`src/rtl/sncc_map.svh`:
```
`ifndef SNCC_MAP_SVH
`define SNCC_MAP_SVH
// clock and serial line timing
`define SNCC_CLK_HZ       25000000
`define SNCC_BAUD         115200
`define SNCC_BIT_CYC      (`SNCC_CLK_HZ / `SNCC_BAUD)
`define SNCC_HALF_CYC     (`SNCC_BIT_CYC / 2)
// interface restart time, in ms, and its cycle count
`define SNCC_RESTART_MS   5000
`define SNCC_RESTART_CYC  (`SNCC_RESTART_MS * (`SNCC_CLK_HZ / 1000))
// characters of the command protocol
`define SNCC_CH_CR        8'h0d
`define SNCC_CH_SP        8'h20
`define SNCC_CH_DOT       8'h2e
`define SNCC_CH_ZERO      8'h30
`define SNCC_CH_X         8'h58
`define SNCC_CH_I         8'h49
`define SNCC_CH_S         8'h53
`define SNCC_CH_G         8'h47
`define SNCC_CH_V         8'h56
// settings after reset
`define SNCC_IP_RST       32'hc0a8011e
`define SNCC_MASK_RST     32'hffffff00
`define SNCC_GW_RST       32'h00000000
`endif

```
`src/rtl/sncc_pkg.sv`:
```
package sncc_pkg;
  // sequencer states
  typedef enum logic [1:0] {S_IDLE, S_ECHO, S_EXEC, S_REPLY} sncc_state_t;
  // decoded command letter
  typedef enum logic [2:0] {CMD_NONE, CMD_IP, CMD_MASK, CMD_GW, CMD_VER, CMD_BAD} sncc_cmd_t;
  // position within the current line
  typedef enum logic [1:0] {PH_START, PH_AFTER, PH_VALUE, PH_SKIP} sncc_phase_t;
  // network settings carried together
  typedef struct packed {
    logic [31:0] ip;
    logic [31:0] mask;
    logic [31:0] gw;
  } sncc_netcfg_t;
endpackage

```
`src/rtl/sncc_top.sv`:
```
`timescale 1ns/1ps
`include "sncc_map.svh"
// Functional notes
// - serial link 115.2k, 8N1
// - switch 3 on enables serial commands
// - command letters are case insensitive
// - carriage return ends and executes line
// - empty value replies current setting
// - no prompt is ever sent
// - no line editing characters honoured
// - X then CR abandons line
// - I ip, S mask, G gateway
// - valid set stores, restarts interface
// - restart lasts about five seconds
// - restart aborts ongoing network traffic
// - echo characters, V returns version
// - same protocol over network stream
// - serial reaches all network settings
// - lone X cancels, echoes X only
// - unknown commands silently ignored
// - switch 3 off gives monitor input
module sncc_top #(
  parameter int unsigned RESTART_CYC = `SNCC_RESTART_CYC,  // restart hold, cycles
  parameter int unsigned VER_LEN     = 4,                   // version string length
  parameter logic [8*VER_LEN-1:0] VER_STR = "0.10"          // arbitrary version text
) (
  input  wire logic                 mclk_in,          // 25 MHz clock
  input  wire logic                 arst_n_in,        // async reset, active low
  input  wire logic                 rxd_in,           // serial receive pin
  input  wire logic                 cfg_sw3_in,       // config switch 3 pin
  input  wire logic                 net_rx_valid_in,  // network command byte strobe
  input  wire logic [7:0]           net_rx_data_in,   // network command byte
  output logic                      txd_out,          // serial transmit pin
  output logic                      net_tx_valid_out, // network answer byte strobe
  output logic [7:0]                net_tx_data_out,  // network answer byte
  output logic                      mon_valid_out,    // monitor byte strobe
  output logic [7:0]                mon_data_out,     // monitor byte
  output sncc_pkg::sncc_netcfg_t    net_cfg_out,      // stored settings
  output logic                      store_out,        // persist settings pulse
  output logic                      net_restart_out   // interface held in restart
);
  localparam logic [7:0] BIT_CYC  = 8'(`SNCC_BIT_CYC);
  localparam logic [7:0] HALF_CYC = 8'(`SNCC_HALF_CYC);

  // fold lower case letters onto upper case
  function automatic logic [7:0] fold(input logic [7:0] c);
    fold = (c >= 8'h61 && c <= 8'h7a) ? (c & 8'hdf) : c;
  endfunction
  // octet to three decimal digits
  function automatic logic [11:0] dec3(input logic [7:0] v);
    dec3 = {4'(v / 8'h64), 4'((v / 8'h0a) % 8'h0a), 4'(v % 8'h0a)};
  endfunction

  logic                      rxd_s1_q, rxd_s2_q;     // pin synchroniser
  logic                      sw_s1_q, sw_s2_q;       // switch synchroniser
  logic                      rx_busy_q, rx_vld_q;    // receiver activity, byte strobe
  logic [7:0]                rx_cnt_q, rx_sh_q;      // bit timer, shifter
  logic [3:0]                rx_bit_q;               // received bit index
  logic                      tx_busy_q, txd_q;       // transmitter
  logic [7:0]                tx_cnt_q;               // bit timer
  logic [3:0]                tx_bit_q;               // bits left
  logic [9:0]                tx_sh_q;                // frame shifter
  sncc_pkg::sncc_state_t     st_q;                   // sequencer state
  sncc_pkg::sncc_phase_t     ph_q;                   // line position
  sncc_pkg::sncc_cmd_t       cmd_q;                  // current command
  logic                      src_net_q;              // answers go to network
  logic                      exec_q, have_q, err_q;  // line flags
  logic [7:0]                echo_q;                 // char to echo
  logic [23:0]               val_q;                  // finished octets
  logic [9:0]                oct_q;                  // octet in progress
  logic [1:0]                fld_q, dig_q;           // dots seen, digits in octet
  logic [31:0]               rep_word_q;             // value being replied
  logic                      rep_ver_q;              // replying version
  logic [4:0]                idx_q;                  // reply slot
  sncc_pkg::sncc_netcfg_t    cfg_q;                  // stored settings
  logic                      store_q, restart_q;     // persist pulse, restart level
  logic [31:0]               rs_cnt_q;               // restart timer
  logic                      ntx_vld_q, mon_vld_q;   // output strobes
  logic [7:0]                ntx_dat_q, mon_dat_q;   // output bytes
  // declared ahead: the sequencer reads these before the reply logic drives them
  logic                      tx_idle, rep_skip;      // transmit free, reply slot skipped
  logic [4:0]                rep_last;               // last reply slot

  // two flops on the serial receive and switch pins
  always_ff @(posedge mclk_in or negedge arst_n_in) begin
    if (!arst_n_in) begin
      {rxd_s1_q, rxd_s2_q, sw_s1_q, sw_s2_q} <= 4'hf;
    end else begin
      {rxd_s1_q, rxd_s2_q} <= {rxd_in, rxd_s1_q};
      {sw_s1_q, sw_s2_q}   <= {cfg_sw3_in, sw_s1_q};
    end
  end

  // uart receive
  // middle-of-bit sampling; a start glitch shorter than half a bit is dropped
  always_ff @(posedge mclk_in or negedge arst_n_in) begin
    if (!arst_n_in) begin
      rx_busy_q <= 1'b0; rx_vld_q <= 1'b0; rx_cnt_q <= 8'h00;
      rx_bit_q  <= 4'h0; rx_sh_q  <= 8'h00;
    end else begin
      rx_vld_q <= 1'b0;
      if (!rx_busy_q) begin
        if (!rxd_s2_q) begin
          rx_busy_q <= 1'b1; rx_cnt_q <= HALF_CYC; rx_bit_q <= 4'h0;
        end
      end else if (rx_cnt_q != 8'h00) begin
        rx_cnt_q <= rx_cnt_q - 8'h01;
      end else begin
        rx_cnt_q <= BIT_CYC - 8'h01;
        rx_bit_q <= rx_bit_q + 4'h1;
        if (rx_bit_q == 4'h0 && rxd_s2_q) begin
          rx_busy_q <= 1'b0;                   // false start
        end else if (rx_bit_q == 4'h9) begin
          rx_busy_q <= 1'b0;
          rx_vld_q  <= rxd_s2_q;               // framing error drops byte
        end else if (rx_bit_q != 4'h0) begin
          rx_sh_q <= {rxd_s2_q, rx_sh_q[7:1]};
        end
      end
    end
  end

  // serial commands only with switch on; network stream in both switch settings
  wire       ser_vld = sw_s2_q && rx_vld_q;
  wire       in_vld  = ser_vld || net_rx_valid_in;
  wire [7:0] in_raw  = ser_vld ? rx_sh_q : net_rx_data_in;
  wire [7:0] ch      = fold(in_raw);
  wire       proc    = (st_q == sncc_pkg::S_IDLE) && in_vld;
  wire       is_x    = ch == `SNCC_CH_X;
  wire       is_cr   = ch == `SNCC_CH_CR;
  wire       is_dig  = ch >= `SNCC_CH_ZERO && ch <= 8'h39;
  wire [3:0] dval    = 4'(ch - `SNCC_CH_ZERO);
  wire sncc_pkg::sncc_cmd_t dec_cmd =
    (ch == `SNCC_CH_I) ? sncc_pkg::CMD_IP   :
    (ch == `SNCC_CH_S) ? sncc_pkg::CMD_MASK :
    (ch == `SNCC_CH_G) ? sncc_pkg::CMD_GW   :
    (ch == `SNCC_CH_V) ? sncc_pkg::CMD_VER  : sncc_pkg::CMD_BAD;
  // a value char follows the letter, or one space
  wire       val_ch  = (ph_q == sncc_pkg::PH_VALUE) ||
                       (ph_q == sncc_pkg::PH_AFTER && ch != `SNCC_CH_SP);
  wire       dig_bad = is_dig && dig_q == 2'd3;
  wire       dot_bad = (ch == `SNCC_CH_DOT) && (dig_q == 2'd0 || fld_q == 2'd3);
  // any other char, backspace included, spoils the value
  wire       oth_bad = !is_dig && ch != `SNCC_CH_DOT;
  // complete quad with every octet in range
  wire       val_ok  = !err_q && fld_q == 2'd3 && dig_q != 2'd0 && oct_q <= 10'd255;
  wire [31:0] new_val = {val_q, oct_q[7:0]};

  always_ff @(posedge mclk_in or negedge arst_n_in) begin
    if (!arst_n_in) begin
      st_q <= sncc_pkg::S_IDLE; ph_q <= sncc_pkg::PH_START; cmd_q <= sncc_pkg::CMD_NONE;
      src_net_q <= 1'b0; exec_q <= 1'b0; have_q <= 1'b0; err_q <= 1'b0;
      echo_q <= 8'h00; val_q <= 24'h000000; oct_q <= 10'h000; fld_q <= 2'd0;
      dig_q <= 2'd0; rep_word_q <= 32'h00000000; rep_ver_q <= 1'b0; idx_q <= 5'd0;
      cfg_q <= {`SNCC_IP_RST, `SNCC_MASK_RST, `SNCC_GW_RST}; store_q <= 1'b0;
    end else begin
      store_q <= 1'b0;
      unique case (st_q)
        sncc_pkg::S_IDLE: begin
          if (in_vld) begin
            src_net_q <= !ser_vld;
            echo_q    <= in_raw;
            st_q      <= sncc_pkg::S_ECHO;
            if (is_x) begin
              // cancel at once, echo X, no CR
              echo_q <= `SNCC_CH_X; ph_q <= sncc_pkg::PH_START; cmd_q <= sncc_pkg::CMD_NONE;
              have_q <= 1'b0; err_q <= 1'b0; fld_q <= 2'd0; dig_q <= 2'd0; oct_q <= 10'h000;
            end else if (is_cr) begin
              exec_q <= ph_q != sncc_pkg::PH_START;  // blank line does nothing
            end else if (ph_q == sncc_pkg::PH_START) begin
              cmd_q <= dec_cmd;
              // unknown letter skips rest of line
              ph_q  <= (dec_cmd == sncc_pkg::CMD_BAD) ? sncc_pkg::PH_SKIP : sncc_pkg::PH_AFTER;
            end else if (ph_q == sncc_pkg::PH_AFTER && !val_ch) begin
              ph_q <= sncc_pkg::PH_VALUE;
            end else if (val_ch) begin
              ph_q   <= sncc_pkg::PH_VALUE;
              have_q <= 1'b1;
              if (dig_bad || dot_bad || oth_bad) begin
                err_q <= 1'b1;
              end else if (is_dig) begin
                oct_q <= 10'(oct_q * 10'd10 + {6'd0, dval});
                dig_q <= dig_q + 2'd1;
              end else begin
                val_q <= {val_q[15:0], oct_q[7:0]};
                err_q <= err_q || oct_q > 10'd255;
                fld_q <= fld_q + 2'd1; oct_q <= 10'h000; dig_q <= 2'd0;
              end
            end
          end
        end
        sncc_pkg::S_ECHO: begin
          if (tx_idle) begin
            st_q <= exec_q ? sncc_pkg::S_EXEC : sncc_pkg::S_IDLE;
          end
        end
        sncc_pkg::S_EXEC: begin
          st_q <= sncc_pkg::S_IDLE; exec_q <= 1'b0; idx_q <= 5'd0;
          ph_q <= sncc_pkg::PH_START; cmd_q <= sncc_pkg::CMD_NONE; have_q <= 1'b0;
          err_q <= 1'b0; fld_q <= 2'd0; dig_q <= 2'd0; oct_q <= 10'h000;
          rep_ver_q <= cmd_q == sncc_pkg::CMD_VER;
          rep_word_q <= (cmd_q == sncc_pkg::CMD_IP)   ? cfg_q.ip   :
                        (cmd_q == sncc_pkg::CMD_MASK) ? cfg_q.mask : cfg_q.gw;
          if (cmd_q == sncc_pkg::CMD_VER) begin
            st_q <= sncc_pkg::S_REPLY;
          end else if (cmd_q inside {sncc_pkg::CMD_IP, sncc_pkg::CMD_MASK, sncc_pkg::CMD_GW}) begin
            if (!have_q) begin
              st_q <= sncc_pkg::S_REPLY;
            end else if (val_ok) begin
              store_q <= 1'b1;
              if (cmd_q == sncc_pkg::CMD_IP) cfg_q.ip <= new_val;
              if (cmd_q == sncc_pkg::CMD_MASK) cfg_q.mask <= new_val;
              if (cmd_q == sncc_pkg::CMD_GW) cfg_q.gw <= new_val;
            end
          end
        end
        sncc_pkg::S_REPLY: begin
          if (rep_skip || tx_idle) begin
            idx_q <= idx_q + 5'd1;
            if (idx_q == rep_last) st_q <= sncc_pkg::S_IDLE;
          end
        end
      endcase
    end
  end

  // reply character generator; dotted quad uses four slots per octet
  wire [7:0]  rep_oct  = rep_word_q[8*(3-idx_q[3:2]) +: 8];
  wire [11:0] rep_dig  = dec3(rep_oct);
  assign      rep_last = rep_ver_q ? 5'(VER_LEN) : 5'd15;
  assign      rep_skip = !rep_ver_q && ((idx_q[1:0] == 2'd0 && rep_dig[11:8] == 4'h0) ||
                         (idx_q[1:0] == 2'd1 && rep_dig[11:4] == 8'h00));
  wire [7:0]  rep_ch   = rep_ver_q ? ((idx_q == rep_last) ? `SNCC_CH_CR :
                                      VER_STR[8*(VER_LEN-1-idx_q) +: 8]) :
                         (idx_q[1:0] == 2'd3) ? ((idx_q[3:2] == 2'd3) ? `SNCC_CH_CR : `SNCC_CH_DOT) :
                         `SNCC_CH_ZERO | {4'h0, rep_dig[4*(2-idx_q[1:0]) +: 4]};
  // only echo and reply ever transmit
  assign      tx_idle  = src_net_q || !tx_busy_q;
  wire        send     = tx_idle && ((st_q == sncc_pkg::S_ECHO) ||
                                     (st_q == sncc_pkg::S_REPLY && !rep_skip));
  wire [7:0]  send_ch  = (st_q == sncc_pkg::S_ECHO) ? echo_q : rep_ch;

  // uart transmit, start bit first, one stop bit
  always_ff @(posedge mclk_in or negedge arst_n_in) begin
    if (!arst_n_in) begin
      tx_busy_q <= 1'b0; txd_q <= 1'b1; tx_cnt_q <= 8'h00;
      tx_bit_q <= 4'h0; tx_sh_q <= 10'h3ff;
    end else if (send && !src_net_q) begin
      tx_busy_q <= 1'b1; txd_q <= 1'b0; tx_cnt_q <= BIT_CYC - 8'h01;
      tx_bit_q <= 4'h9; tx_sh_q <= {1'b1, send_ch, 1'b0};
    end else if (tx_busy_q) begin
      if (tx_cnt_q != 8'h00) begin
        tx_cnt_q <= tx_cnt_q - 8'h01;
      end else if (tx_bit_q == 4'h0) begin
        tx_busy_q <= 1'b0;
      end else begin
        tx_cnt_q <= BIT_CYC - 8'h01; tx_bit_q <= tx_bit_q - 4'h1;
        tx_sh_q <= {1'b1, tx_sh_q[9:1]}; txd_q <= tx_sh_q[1];
      end
    end
  end

  // restart window; a new store restarts the timer
  always_ff @(posedge mclk_in or negedge arst_n_in) begin
    if (!arst_n_in) begin
      restart_q <= 1'b0; rs_cnt_q <= 32'h00000000;
    end else if (store_q) begin
      restart_q <= 1'b1; rs_cnt_q <= 32'(RESTART_CYC - 1);
    end else if (rs_cnt_q != 32'h00000000) begin
      rs_cnt_q <= rs_cnt_q - 32'h00000001;
    end else begin
      restart_q <= 1'b0;
    end
  end

  always_ff @(posedge mclk_in or negedge arst_n_in) begin
    if (!arst_n_in) begin
      ntx_vld_q <= 1'b0; ntx_dat_q <= 8'h00; mon_vld_q <= 1'b0; mon_dat_q <= 8'h00;
    end else begin
      ntx_vld_q <= send && src_net_q;
      if (send && src_net_q) ntx_dat_q <= send_ch;
      mon_vld_q <= rx_vld_q && !sw_s2_q;
      if (rx_vld_q && !sw_s2_q) mon_dat_q <= rx_sh_q;
    end
  end

  assign txd_out          = txd_q;
  assign net_tx_valid_out = ntx_vld_q;
  assign net_tx_data_out  = ntx_dat_q;
  assign mon_valid_out    = mon_vld_q;
  assign mon_data_out     = mon_dat_q;
  assign net_cfg_out      = cfg_q;
  assign store_out        = store_q;
  assign net_restart_out  = restart_q;
endmodule

```
`config.mk`:
```
export PLATFORM = sky130hd
export DESIGN_NAME = sncc_top
export DESIGN_NICKNAME = d
export VERILOG_FILES = /design/src/rtl/sncc_pkg.sv /design/src/rtl/sncc_top.sv
export VERILOG_INCLUDE_DIRS = /design/src /design/src/rtl
export SDC_FILE = /design/constraint.sdc
export NUM_CORES = 1
export LEC_CHECK = 0
export BUFFER_PORTS_ARGS = -buffer_cell sky130_fd_sc_hd__clkbuf_2
export CORE_MARGIN = 2
export CORE_UTILIZATION = 30
export DETAILED_ROUTE_END_ITERATION = 8
export SYNTH_ARGS = -nofsm -noshare
export SYNTH_HDL_FRONTEND = slang
export SYNTH_SLANG_ARGS = --single-unit
```
`constraint.sdc`:
```
create_clock -name mclk_in -period 12.3 [get_ports mclk_in]
set_clock_uncertainty 0.05 [all_clocks]
set_input_delay 1.23 -clock mclk_in [delete_from_list [all_inputs] [get_ports mclk_in]]
set_output_delay 1.23 -clock mclk_in [all_outputs]
set_load 0.03 [all_outputs]
```
==> impl_metrics.yaml <==
route:
  vias_per_cell: 4.98
  wl_um: 36600
  wl_per_cell_um: 16.6
  drc: 0
  drt_pass1_iterations: 5
  ant_nets: 0
  drtIter0Drc: 620
  via_count: 11009
synthesis:
  synthAdderAreaFrac_pct: 3.61
  ys_seq_area_share_pct: 49.1
  synth_top_area_share_pct: 40.8
  syn_area_um2: 15000
  synth_cells: 1414
  syn-num-nets: 1469
  synth_top_family_by_area: "multiplexers"
  synth-edff-count: 0
  synth-simple-area-share_pct: 14.4
  synth_flop_cell: "dfrtp_1"
  synth_most_common_cell: "dfrtp_1"
  synth_largest_area_cell: "dfrtp_1"
  synth_warnings: 0
  netlist-cell-type-count: 81
  muxShareOfSynthArea_pct: 15.3
  avgSynthCellArea_um2: 10.6
  synth_seq_cells: 291
  synth_compound_area_share_pct: 11.8
  yosys-top-cells-count: "dfrtp_1, mux2_2, nand2_1"
  synth_xor_area_share_pct: 2.87
  synthTopCellsByArea: "dfrtp_1, mux2_2, dfstp_2"
  synthArstFlopShare_pct: 100
clocking:
  clkTransAtPathRegs_ps: 70
  clock_sinks: 291
  htree_levels: 2
  clkLatencyLatePin_ps: 520
  cts_resized: 0
  clock_path_buffers: 3
  cts_hold_buf: 0
  root_buffer: "clkbuf_16"
  post_cts_buffers: 0
  cts_tree: "yes"
  cts_buffers: 34
final_layout:
  antenna_cells: 0
  fillCellCount: 4898
  finish.utilization_pct: 35.5
  final-seq-area_um2: 7340
  drive_gt1_share_pct: 26.3
  area_delta_synth_final_pct: 16.5
  final_nets: 1577
  multiInputGateArea_um2: 7190
timing:
  finalSetupTns_ps: 0
  relSlewSlack_pct: 27.1
  maxSlewViolCount: 0
  hold_slack_ps: 306
  worst_pin_slew_ps: 1070
  hold_viol: 0
  rsz0062_at_grt: "false"
  period_share_pct: 55.2
  fin_crit_ps: 6790
  finalSetupViolCount: 0
  max_freq_mhz: 147
setup_path:
  worstSetupStartpointType: "register"
  worstPathRequired_ps: 12650
  cp-end-kind: "register"
  r2r_slack_ps: 5510
  worstPathArrival_ps: 7140
  cp_max_fo: 19
  path_class: "register to register"
flow_run:
  max_cap_viol_count: 0
global_routing:
  grt_pass1_wl_um: 58500
  grt_use_total_pct: 14.1
  grt_pass1_vias: 10768
  antenna_found_initial: 0
  grt_max_degree: 176
  grt-ovfl-total: 0
floorplan:
  die_h_um: 227
  die_w_um: 227
  ios: 130
  row_count: 81
  coreArea_um2: 49100
  dieArea_um2: 51600
  initial_core_util_pct: 30.5
power_and_ir_drop:
  powerDensity_nw_per_um2: 158
  ir_drop_uv: 77.5
  p_leak_nw: 7.89
placed_design:
  port_buffers: 129
  gp_congestion: 0.827
  dpl.hpwl_um: 25100
outcome:
  status: "finished, final reports clean"
worst_hold_path:
  hp-class: "register to register"
[layout make-up]
| type | instances | share of cell area (%) |
|---|---|---|
| multi-input combinational | 1010 | 41.2 |
| tap | 664 | 4.77 |
| clock buffer | 47 | 5.40 |
| timing repair buffer | 139 | 4.26 |
| sequential | 291 | 42.1 |
| clock inverter | 13 | 1.21 |
| inverter | 46 | 0.998 |
[logic make-up after synthesis]
family,Yosys count
simple gates,439
flops,291
compound gates,279
mux,201
buf+inv,113
xor+xnor,49
fa+ha+maj,42
[worst max-delay path: stages (launching register included)]
cell	delay [ps]
dfrtp_1	840
mux4_2	780
inv_1	310
ha_1	210
nor2b_1	50
or3_1	360
a21boi_0	240
o21ai_0	140
o22a_1	340
and2_1	190
or2_4	250
ha_1	220
a31oi_1	140
nor3_1	70
a22oi_1	250
ha_1	310
and4_1	190
mux2i_1	360
a2111oi_4	160
nor3b_2	760
mux2_2	410
[flip-flops by register name, indices dropped and copies added (netlist names), 8 cells and up]
signal           cells
rep_word_q          32
rx_cnt_q             8
oct_q               10
val_q               24
rs_cnt_q            32
net_cfg_out         96
net_tx_data_out      8
mon_data_out         8
tx_sh_q              9
tx_cnt_q             8
echo_q               8
rx_sh_q              8
[metal layers]
| metal | vias to the layer above | wire [um] | global-route usage [%] |
|---|---|---|---|
| li1 | 5240 | - | - |
| met1 | 5505 | 17000 | 19.1 |
| met3 | 52 | 1380 | 2.13 |
| met5 | - | 0 | 0 |
| met2 | 212 | 17400 | 23.4 |
| met4 | 0 | 839 | 4.13 |
[power by group]
group	internal, mW	switching [mW]	total, mW
clock	0.644	0.407	1.05
sequential	1.06	0.131	1.19
combinational	0.185	0.325	0.510
total	1.89	0.862	2.75
[layout by cell type (no fill, tap or decap), drive strengths merged, types with 18 or more instances in the layout]
master | synthesis | layout
a21oi | 81 | 81
clkbuf | 45 | 175
dfrtp | 244 | 244
dfstp | 47 | 47
ha | 40 | 40
inv | 44 | 47
mux2 | 144 | 144
mux2i | 49 | 49
nand2 | 140 | 140
nand2b | 30 | 30
nand3 | 23 | 23
nor2 | 100 | 100
nor3 | 43 | 43
o21ai | 87 | 87
o31ai | 18 | 18
xnor2 | 38 | 38
[through the flow]
step / power (mW) / instances / area [um2] / setup WS [ps]
6_report: 2.75 / 2210 / 17400 / 5510
5_1_grt: 2.91 / 2210 / 17400 / 4930
4_1_cts: 2.79 / 2210 / 17400 / 5490
3_5_place_dp: 1.72 / 2150 / 16300 / 5520
3_3_place_gp: 1.71 / 2150 / 16300 / 5630
2_1_floorplan: 1.57 / 1414 / 15000 / 6850
[worst paths after layout]
path | depth (start not counted) | endpoint | start
max | 20 | net_tx_data_out[1] | idx_q[2]
min | 0 | sw_s2_q | sw_s1_q
max reg2reg | 20 | net_tx_data_out[1] | idx_q[2]
min reg2reg | 0 | sw_s2_q | sw_s1_q
max in group asynchronous | 2 | rep_word_q[28] | arst_n_in
min in group asynchronous | 1 | net_cfg_out[29] | arst_n_in
Note: power is estimated with default switching activity, not from simulation.
